`config.mk`:
```
export PLATFORM = sky130hd
export DESIGN_NAME = eirq_ctrl
export DESIGN_NICKNAME = d
export VERILOG_FILES = /design/src/eirq_pkg.sv /design/src/eirq_pick.sv /design/src/eirq_ctrl.sv
export VERILOG_INCLUDE_DIRS = /design/src
export SDC_FILE = /design/constraint.sdc
export NUM_CORES = 1
export LEC_CHECK = 0
export BUFFER_PORTS_ARGS = -buffer_cell sky130_fd_sc_hd__buf_2
export CORE_MARGIN = 10
export CORE_UTILIZATION = 55
export CTS_CLUSTER_SIZE = 8
export DETAILED_ROUTE_END_ITERATION = 10
export PLACE_DENSITY = 0.81
export SETUP_SLACK_MARGIN = 0.02
export SLEW_MARGIN = 20
export SYNTH_ARGS = -nofsm -noshare
export SYNTH_HDL_FRONTEND = slang
export SYNTH_SLANG_ARGS = --single-unit
```
`constraint.sdc`:
```
create_clock -name sys_clk -period 12.2 [get_ports sys_clk]
set_input_delay 1.22 -clock sys_clk [delete_from_list [all_inputs] [get_ports sys_clk]]
set_output_delay 1.22 -clock sys_clk [all_outputs]
set_load 0.05 [all_outputs]
```
`src/eirq_defs.svh`:
```
// Offsets, field positions, reset values and vector addresses of the interrupt controller
`ifndef EIRQ_DEFS_SVH
`define EIRQ_DEFS_SVH

// Register byte addresses
`define EIRQ_OFS_IE      8'hA8
`define EIRQ_OFS_IE_SET  8'hAC
`define EIRQ_OFS_IE_CLR  8'hB0
`define EIRQ_OFS_LVL_LO  8'hB8
`define EIRQ_OFS_LVL_HI  8'hBC
`define EIRQ_OFS_IE1     8'hC0
`define EIRQ_OFS_STATUS  8'hD0
`define EIRQ_OFS_MASK    8'hD4
`define EIRQ_OFS_ACTIVE  8'hD8

// Enable register fields
`define EIRQ_IE_GATE     7
`define EIRQ_IE_PCA      6
`define EIRQ_IE_UART     4
`define EIRQ_IE_TMR1     3
`define EIRQ_IE_EXT1     2
`define EIRQ_IE_TMR0     1
`define EIRQ_IE_EXT0     0
`define EIRQ_IE_WMASK    8'hDF
`define EIRQ_IE1_SPI     2
`define EIRQ_IE1_CONV    1

// Reset values
`define EIRQ_IE_RST      8'h00
`define EIRQ_IE1_RST     2'h0
`define EIRQ_LVL_RST     8'h00
`define EIRQ_STAT_RST    8'h00
`define EIRQ_MASK_RST    8'h00

// Vector addresses, by polling index
`define EIRQ_VEC_EXT0    16'h0003
`define EIRQ_VEC_TMR0    16'h000B
`define EIRQ_VEC_EXT1    16'h0013
`define EIRQ_VEC_TMR1    16'h001B
`define EIRQ_VEC_PCA     16'h0033
`define EIRQ_VEC_UART    16'h0023
`define EIRQ_VEC_SPI     16'h004B
`define EIRQ_VEC_CONV    16'h0043

// Bus responses
`define EIRQ_RESP_OKAY   2'h0
`define EIRQ_RESP_SLVERR 2'h2

`endif

```
`src/eirq_pkg.sv`:
```
// Types shared by the interrupt controller modules
package eirq_pkg;

   // Register bus slave states, Gray coded from idle
   typedef enum logic [1:0]
   {
      AX_IDLE = 2'h0,
      AX_WRSP = 2'h1,
      AX_RDAT = 2'h2
   } eirq_axi_e;

   // Whole state of the controller
   typedef struct packed
   {
      logic        ext0_s1;
      logic        ext0_s2;
      logic        ext1_s1;
      logic        ext1_s2;
      logic [7:0]  ie;
      logic [1:0]  ie1;
      logic [7:0]  lvl_lo;
      logic [7:0]  lvl_hi;
      logic [7:0]  status;
      logic [7:0]  mask;
      logic [3:0]  in_service;
      logic        req;
      logic [2:0]  src;
      logic [1:0]  level;
      logic [15:0] vector;
      eirq_axi_e   ax;
      logic        aw_got;
      logic        w_got;
      logic [7:0]  awaddr;
      logic [31:0] wdata;
      logic [3:0]  wstrb;
      logic [31:0] rdata;
      logic [1:0]  resp;
   } eirq_state_s;

endpackage

```
`src/eirq_pick.sv`:
```
// Winner selection among enabled requests: level first, then polling index
`timescale 1ns/1ps
module eirq_pick
   import eirq_pkg::*;
(
   // Requests, by polling index
   input  wire logic [7:0] req,
   // Level bits, by polling index
   input  wire logic [7:0] lvl_lo,
   input  wire logic [7:0] lvl_hi,
   // Winner
   output logic            win_valid,
   output logic [2:0]      win_idx,
   output logic [1:0]      win_level
);

   // Scan from the last index down so the lowest index wins a tie
   always_comb
   begin
      win_valid = 1'b0;
      win_idx   = 3'h0;
      win_level = 2'h0;
      for (int i = 7; i >= 0; i--)
      begin
         // Level is formed from high and low bits
         if (req[i] && (!win_valid || ({lvl_hi[i], lvl_lo[i]} >= win_level)))
         begin
            win_valid = 1'b1;
            win_idx   = 3'(i);
            win_level = {lvl_hi[i], lvl_lo[i]};
         end
      end
   end

endmodule

```
`src/eirq_ctrl.sv`:
```
// Eight source interrupt controller with register bus slave and core vector port
`timescale 1ns/1ps
`include "eirq_defs.svh"

// Function
// Accept eight request sources
// Disabled source is never taken; code can still take the offer already standing in the cycle its enable clears
// Cleared global gate blocks every interrupt; code gates only core_irq_req, irq still follows status and mask
// Level is high bit then low bit
// Only strictly higher level preempts running handler
// Higher level wins simultaneous requests
// Fixed polling breaks ties within level
// Polling order ext0 tmr0 ext1 tmr1 pca uart spi conv
// Fixed vector address per source
// Enable register bit layout as documented
// Enables clear at reset; single-bit access
// Software never sets the reserved bit
// Second enable register holds spi, conv
// Present vector, level; track active levels
module eirq_ctrl
   import eirq_pkg::*;
(
   // Clock and reset
   input  wire logic        sys_clk,
   input  wire logic        reset,
   // Request sources
   input  wire logic        ext_pin0_req,
   input  wire logic        ext_pin1_req,
   input  wire logic        tmr0_ovf_flag,
   input  wire logic        tmr1_ovf_flag,
   input  wire logic        pca_count_wrap_flag,
   input  wire logic        pca_module_match_flag,
   input  wire logic        uart_rx_done,
   input  wire logic        uart_tx_done,
   input  wire logic        spi_req,
   input  wire logic        conv_req,
   // Core vector port
   output logic             core_irq_req,
   output logic [15:0]      core_vector,
   output logic [1:0]       core_level,
   output logic [2:0]       core_src,
   input  wire logic        core_ack,
   input  wire logic        core_reti,
   // Interrupt output
   output logic             irq,
   // Register bus write address
   input  wire logic [7:0]  s_axi_awaddr,
   input  wire logic        s_axi_awvalid,
   output logic             s_axi_awready,
   // Register bus write data
   input  wire logic [31:0] s_axi_wdata,
   input  wire logic [3:0]  s_axi_wstrb,
   input  wire logic        s_axi_wvalid,
   output logic             s_axi_wready,
   // Register bus write response
   output logic [1:0]       s_axi_bresp,
   output logic             s_axi_bvalid,
   input  wire logic        s_axi_bready,
   // Register bus read address
   input  wire logic [7:0]  s_axi_araddr,
   input  wire logic        s_axi_arvalid,
   output logic             s_axi_arready,
   // Register bus read data
   output logic [31:0]      s_axi_rdata,
   output logic [1:0]       s_axi_rresp,
   output logic             s_axi_rvalid,
   input  wire logic        s_axi_rready
);

   eirq_state_s st;          // Registered state
   eirq_state_s next_st;     // Next state
   logic [7:0]  src_flag;    // Raw request flags, by polling index
   logic [7:0]  src_en;      // Per source enable, by polling index
   logic [7:0]  src_req;     // Enabled requests
   logic        arb_valid;   // Some enabled request exists
   logic [2:0]  arb_idx;     // Winning source
   logic [1:0]  arb_level;   // Winning level
   logic [7:0]  set_evt;     // Status set events this cycle
   logic [2:0]  next_top;    // Top active level of next state, with valid bit
   logic [2:0]  cur_top;     // Top active level of current state

   // Highest active level, valid bit on top
   function automatic logic [2:0] top_lvl(input logic [3:0] v);
      logic [2:0] t;
      t = 3'h0;
      for (int i = 0; i < 4; i++)
      begin
         if (v[i])
            t = {1'b1, 2'(i)};
      end
      return t;
   endfunction

   // Vector address of a source index
   function automatic logic [15:0] vec_of(input logic [2:0] idx);
      case (idx)
         3'h0:    vec_of = `EIRQ_VEC_EXT0;
         3'h1:    vec_of = `EIRQ_VEC_TMR0;
         3'h2:    vec_of = `EIRQ_VEC_EXT1;
         3'h3:    vec_of = `EIRQ_VEC_TMR1;
         3'h4:    vec_of = `EIRQ_VEC_PCA;
         3'h5:    vec_of = `EIRQ_VEC_UART;
         3'h6:    vec_of = `EIRQ_VEC_SPI;
         default: vec_of = `EIRQ_VEC_CONV;
      endcase
   endfunction

   // Gather the eight sources in polling order; pins use the synchronised copy
   always_comb
   begin
      src_flag = {conv_req, spi_req, uart_rx_done | uart_tx_done,
                  pca_count_wrap_flag | pca_module_match_flag,
                  tmr1_ovf_flag, st.ext1_s2, tmr0_ovf_flag, st.ext0_s2};
      // Enable bits mapped from both enable registers
      src_en = {st.ie1[0], st.ie1[1], st.ie[`EIRQ_IE_UART],
                st.ie[`EIRQ_IE_PCA], st.ie[`EIRQ_IE_TMR1], st.ie[`EIRQ_IE_EXT1],
                st.ie[`EIRQ_IE_TMR0], st.ie[`EIRQ_IE_EXT0]};
      // Global gate over the individual enables
      src_req = src_flag & src_en & {8{st.ie[`EIRQ_IE_GATE]}};
   end

   // Winner among enabled requests
   eirq_pick u_pick
   (
      .req       (src_req),
      .lvl_lo    (st.lvl_lo),
      .lvl_hi    (st.lvl_hi),
      .win_valid (arb_valid),
      .win_idx   (arb_idx),
      .win_level (arb_level)
   );

   // Bus handshakes come straight from state, except read address ready, which also needs s_axi_awvalid low
   always_comb
   begin
      s_axi_awready = (st.ax == AX_IDLE) && !st.aw_got;
      s_axi_wready  = (st.ax == AX_IDLE) && !st.w_got;
      s_axi_arready = (st.ax == AX_IDLE) && !st.aw_got && !st.w_got && !s_axi_awvalid;
      s_axi_bvalid  = (st.ax == AX_WRSP);
      s_axi_rvalid  = (st.ax == AX_RDAT);
   end

   // Next state of the whole controller
   always_comb
   begin
      next_st  = st;
      set_evt  = 8'h00;
      cur_top  = top_lvl(st.in_service);
      // Pin synchronisers
      next_st.ext0_s1 = ext_pin0_req;
      next_st.ext0_s2 = st.ext0_s1;
      next_st.ext1_s1 = ext_pin1_req;
      next_st.ext1_s2 = st.ext1_s1;
      // Core takes the vector: mark its level active and log the event
      if (core_ack && st.req)
      begin
         next_st.in_service[st.level] = 1'b1;
         set_evt[st.src]              = 1'b1;
      end
      // Return from handler ends the top active level
      else if (core_reti && cur_top[2])
      begin
         next_st.in_service[cur_top[1:0]] = 1'b0;
      end
      // Capture write address and data, in either order
      if (s_axi_awvalid && s_axi_awready)
      begin
         next_st.aw_got = 1'b1;
         next_st.awaddr = s_axi_awaddr;
      end
      if (s_axi_wvalid && s_axi_wready)
      begin
         next_st.w_got = 1'b1;
         next_st.wdata = s_axi_wdata;
         next_st.wstrb = s_axi_wstrb;
      end
      case (st.ax)
         // Idle: perform a write once both halves are in, or take a read
         AX_IDLE:
         begin
            if (next_st.aw_got && next_st.w_got)
            begin
               next_st.aw_got = 1'b0;
               next_st.w_got  = 1'b0;
               next_st.ax     = AX_WRSP;
               next_st.resp   = `EIRQ_RESP_OKAY;
               case (next_st.awaddr)
                  `EIRQ_OFS_IE:
                     if (next_st.wstrb[0])
                        next_st.ie = next_st.wdata[7:0] & `EIRQ_IE_WMASK;
                  `EIRQ_OFS_IE_SET:
                     if (next_st.wstrb[0])
                        next_st.ie = st.ie | (next_st.wdata[7:0] & `EIRQ_IE_WMASK);
                  `EIRQ_OFS_IE_CLR:
                     if (next_st.wstrb[0])
                        next_st.ie = st.ie & ~next_st.wdata[7:0];
                  `EIRQ_OFS_IE1:
                     if (next_st.wstrb[0])
                        next_st.ie1 = next_st.wdata[`EIRQ_IE1_SPI:`EIRQ_IE1_CONV];
                  `EIRQ_OFS_LVL_LO:
                     if (next_st.wstrb[0])
                        next_st.lvl_lo = next_st.wdata[7:0];
                  `EIRQ_OFS_LVL_HI:
                     if (next_st.wstrb[0])
                        next_st.lvl_hi = next_st.wdata[7:0];
                  `EIRQ_OFS_STATUS:
                     if (next_st.wstrb[0])
                        next_st.status = st.status & ~next_st.wdata[7:0];
                  `EIRQ_OFS_MASK:
                     if (next_st.wstrb[0])
                        next_st.mask = next_st.wdata[7:0];
                  `EIRQ_OFS_ACTIVE:
                     next_st.resp = `EIRQ_RESP_OKAY;
                  default:
                     next_st.resp = `EIRQ_RESP_SLVERR;
               endcase
            end
            else if (s_axi_arvalid && s_axi_arready)
            begin
               next_st.ax    = AX_RDAT;
               next_st.resp  = `EIRQ_RESP_OKAY;
               next_st.rdata = 32'h0000_0000;
               case (s_axi_araddr)
                  // Reserved enable bit reads as zero
                  `EIRQ_OFS_IE,
                  `EIRQ_OFS_IE_SET,
                  `EIRQ_OFS_IE_CLR: next_st.rdata[7:0] = st.ie;
                  `EIRQ_OFS_IE1:    next_st.rdata[7:0] = {5'h00, st.ie1, 1'b0};
                  `EIRQ_OFS_LVL_LO: next_st.rdata[7:0] = st.lvl_lo;
                  `EIRQ_OFS_LVL_HI: next_st.rdata[7:0] = st.lvl_hi;
                  `EIRQ_OFS_STATUS: next_st.rdata[7:0] = st.status;
                  `EIRQ_OFS_MASK:   next_st.rdata[7:0] = st.mask;
                  // Live view of the core port and active levels
                  `EIRQ_OFS_ACTIVE: next_st.rdata = {4'h0, st.in_service, 2'h0, st.req,
                                                     st.level, st.src, st.vector};
                  default:          next_st.resp = `EIRQ_RESP_SLVERR;
               endcase
            end
         end
         // Write response held until taken
         AX_WRSP:
            if (s_axi_bready)
               next_st.ax = AX_IDLE;
         // Read data held until taken
         AX_RDAT:
            if (s_axi_rready)
               next_st.ax = AX_IDLE;
         default:
            next_st.ax = AX_IDLE;
      endcase
      // Hardware set after the clear, so a same cycle event survives
      next_st.status = next_st.status | set_evt;
      // Offer the winner only if it beats every active level
      next_top       = top_lvl(next_st.in_service);
      next_st.req    = arb_valid && !(core_ack && st.req)
                       && (!next_top[2] || (arb_level > next_top[1:0]));
      next_st.src    = arb_idx;
      next_st.level  = arb_level;
      next_st.vector = vec_of(arb_idx);
   end

   // Register the whole state; enables and levels clear at reset
   always_ff @(posedge sys_clk)
   begin
      if (reset)
      begin
         st        <= '0;
         st.ie     <= `EIRQ_IE_RST;
         st.ie1    <= `EIRQ_IE1_RST;
         st.lvl_lo <= `EIRQ_LVL_RST;
         st.lvl_hi <= `EIRQ_LVL_RST;
         st.status <= `EIRQ_STAT_RST;
         st.mask   <= `EIRQ_MASK_RST;
         st.ax     <= AX_IDLE;
      end
      else
         st <= next_st;
   end

   // Outputs from state
   always_comb
   begin
      core_irq_req = st.req;
      core_vector  = st.vector;
      core_level   = st.level;
      core_src     = st.src;
      irq          = |(st.status & st.mask);
      s_axi_bresp  = st.resp;
      s_axi_rresp  = st.resp;
      s_axi_rdata  = st.rdata;
   end

   // Checking helpers: enables of the previous cycle and rivals of the winner
   logic [7:0] en_prev;      // Gated enables one cycle back
   logic [7:0] rival_higher; // Request above the winning level
   logic [7:0] rival_earlier; // Same level request with a lower index

   always_ff @(posedge sys_clk)
   begin
      en_prev <= src_en & {8{st.ie[`EIRQ_IE_GATE]}};
   end

   // Per source rival checks
   for (genvar g = 0; g < 8; g++)
   begin : g_rival
      assign rival_higher[g]  = src_req[g] && ({st.lvl_hi[g], st.lvl_lo[g]} > arb_level);
      assign rival_earlier[g] = src_req[g] && ({st.lvl_hi[g], st.lvl_lo[g]} == arb_level)
                                && (3'(g) < arb_idx);
   end
endmodule

```
==> metrics.cfg <==
[cts]
clock_sinks=101
hold_buffers=0
post_cts_buffers=0
cts_buffer_depth=2
cts-buffers-inserted=9
clk_latency_ns=0.39
ctsResizeCount=0
cts_tree=done
clockRootBuffer=clkbuf_8
cts_max_level=3
clk_pin_slew_worst_paths_ns=0.10

[placed_design]
dp_hpwl_microns=12020
placement.cell_area_sq_mm=0.005947
gp_congestion=0.9083
dp_slack_ns=0.7927
io_buffers=81

[finish]
nFillCells=949
layout_common_cells=dfxtp_1, buf_2, nor2_1
diodes=0
drive_above_1_share_pct=16.76
syn_to_final_growth_pct=4.962
seqCellArea_sq_mm=0.002022
utilization_pct=59.48
num-nets-final=822
multi_input_area_sq_mm=0.003267
final_common_cell=dfxtp_1
final_area_sq_mm=0.006141

[route]
wl_per_cell_microns=17.89
drt_iter0_drc=527
drt-vias-per-instance=5.987
vias=5245
dr.pass1.iters=5
drc=0
routed_wl_microns=15670
ant_nets=0

[power]
p_leak_nw=2.442
ir_worst_vdd_mv=0.07300
powerDensity_mw_per_mm2=110.3
p_total_mw=0.6773

[logic_synthesis]
synth_cells=703
synth_cell_type_count=63
yosysTopAreaCellShare_pct=34.56
yosysWarnings=0
yosysTopAreaCell=dfxtp_1
async_flop_share_pct=0
seq_area_frac_synth_pct=34.56
synth.avg_cell_area_sq_um=8.322
netlist_area_sq_mm=0.005851
netlist_top_cells_area=dfxtp_1, buf_4, mux2i_1, nor2_1, nand2_1
ys_ff_latch=101
synth_edf_count=0
synth_flop_cell=dfxtp_1

[timing]
maxSlewViolCount=0
rsz0062_at_grt=false
relSlewSlack_pct=37.50
finalSetupViolations=0
fin_crit_sh_pct=90.82
hold_violations=0
setup_tns_ns=0
layout_min_cycle_time_ns=11.08
worst_pin_slew_ns=0.9335
setup_slack_ns=1.120
fin_skew_ns=0.01349
fmax_mhz=90.25

[floorplanning]
fp.dieArea_sq_mm=0.01516
die_h_microns=123.1
ios=135
coreArea_sq_mm=0.01032
num_rows=37
floorplan.initialDensity_pct=56.67
die_w_microns=123.1

[critical_path]
path_class=in -> reg
critPathMaxStageDelay_ns=0.48
crit_path_frequent_cell=a21oi_1
crit_fanout=9
crit_required_ns=12.48
startpoint_type=input port
crit_path_end_kind=register
timing.critical_path.arrival_ns=11.36
critPathSlowestCell=or3b_2

[grt]
grt_pass1_wl_microns=24730
grt_start_max_net_pins=85
track_usage_pct=20.15
antenna_found_initial=0
grt-ovfl-total=0
grt_pass1_vias=4879

[min_path]
hold_path.class=reg -> reg

[run_status]
status=completed

[run]
cap_viol_max_count=0

-- final cells by class --
type / count / share of cell area (%)
multi-input cells: 520 / 53.20
clock buffers: 9 / 2.017
well taps: 136 / 2.771
inverters: 20 / 1.222
repair buffers: 83 / 6.907
clock inverters: 7 / 0.9576
flip-flops and latches: 101 / 32.93
-- cell families after synthesis --
family                   Yosys count  share of synthesized area, %
adder cells (fa/ha/maj)           16                         3.422
AND/OR/NAND/NOR                  250                         21.41
buffers and inverters            107                         11.21
flip-flops                       101                         34.56
other                              1                       0.06410
multiplexers                      45                         7.934
AO/OA/AOI/OAI                    183                         21.41
-- metrics by stage --
stage / cells / hold WS, ns
after global placement: 859 / 0.4236
final: 876 / 0.4489
after detailed placement: 859 / 0.4273
after floorplan: 728 / 0.4138
after CTS: 875 / 0.4513
after global routing: 876 / 0.4730
-- critical path: cells and delay by family --
family / cells / cell delay, ns
compound gates: 21 / 4.89
fa+ha+maj: 8 / 2.05
buf+inv: 1 / 0.09
simple gates: 19 / 3.11
-- per-layer routing --
layer	share of wire [%]	wire length (microns)	track usage [%]
met1	42	6535	25.22
met2	47	7430	33.85
met3	8.9	1390	4.512
met4	2.0	313	6.041
met5	0	0	0
-- where the power goes --
part           switching [mW]  internal [mW]
Sequential            0.00770          0.339
Combinational          0.0931         0.0336
Clock                   0.127         0.0765
-- state kept, by name, summed over array words and instances, names as in the netlist --
register / cells
core_src: 3
src_flag: 2
core_level: 2
core_irq_req: 1
core_vector: 5
src_en: 8
s_axi_rdata: 18
s_axi_bresp: 1
st: 59
next_st: 2
-- Yosys cell counts (all sizes together) (3+ instances only) --
cell type / n
a21o: 5
nor3: 19
nand2b: 12
a31o: 4
buf: 70
o21a: 3
nand3b: 7
or3b: 3
o32ai: 3
a221oi: 7
dfxtp: 101
or3: 3
o32a: 3
o31ai: 3
nor2b: 9
a22oi: 17
a211oi: 25
a22o: 3
nand2: 62
nand3: 25
and2: 9
nor3b: 4
a21oi: 46
a221o: 4
mux2: 11
and3: 9
clkbuf: 17
inv: 19
nor2: 79
o21ai: 31
ha: 16
o211ai: 11
mux2i: 34
o22ai: 3
-- worst paths after layout --
kind | start | end | slack, ns | depth (start not counted)
worst min-delay path | next_st[152]$_SDFF_PP0_ | src_flag[0]$_SDFF_PP0_ | 0.45 | 1
worst max register to register | st[149]$_SDFFE_PP0P_ | core_irq_req$_SDFF_PP0_ | 1.24 | 48
worst max-delay path | conv_req | core_irq_req$_SDFF_PP0_ | 1.12 | 49
worst min register to register | next_st[152]$_SDFF_PP0_ | src_flag[0]$_SDFF_PP0_ | 0.45 | 1
(Power assumes the default switching activity.)
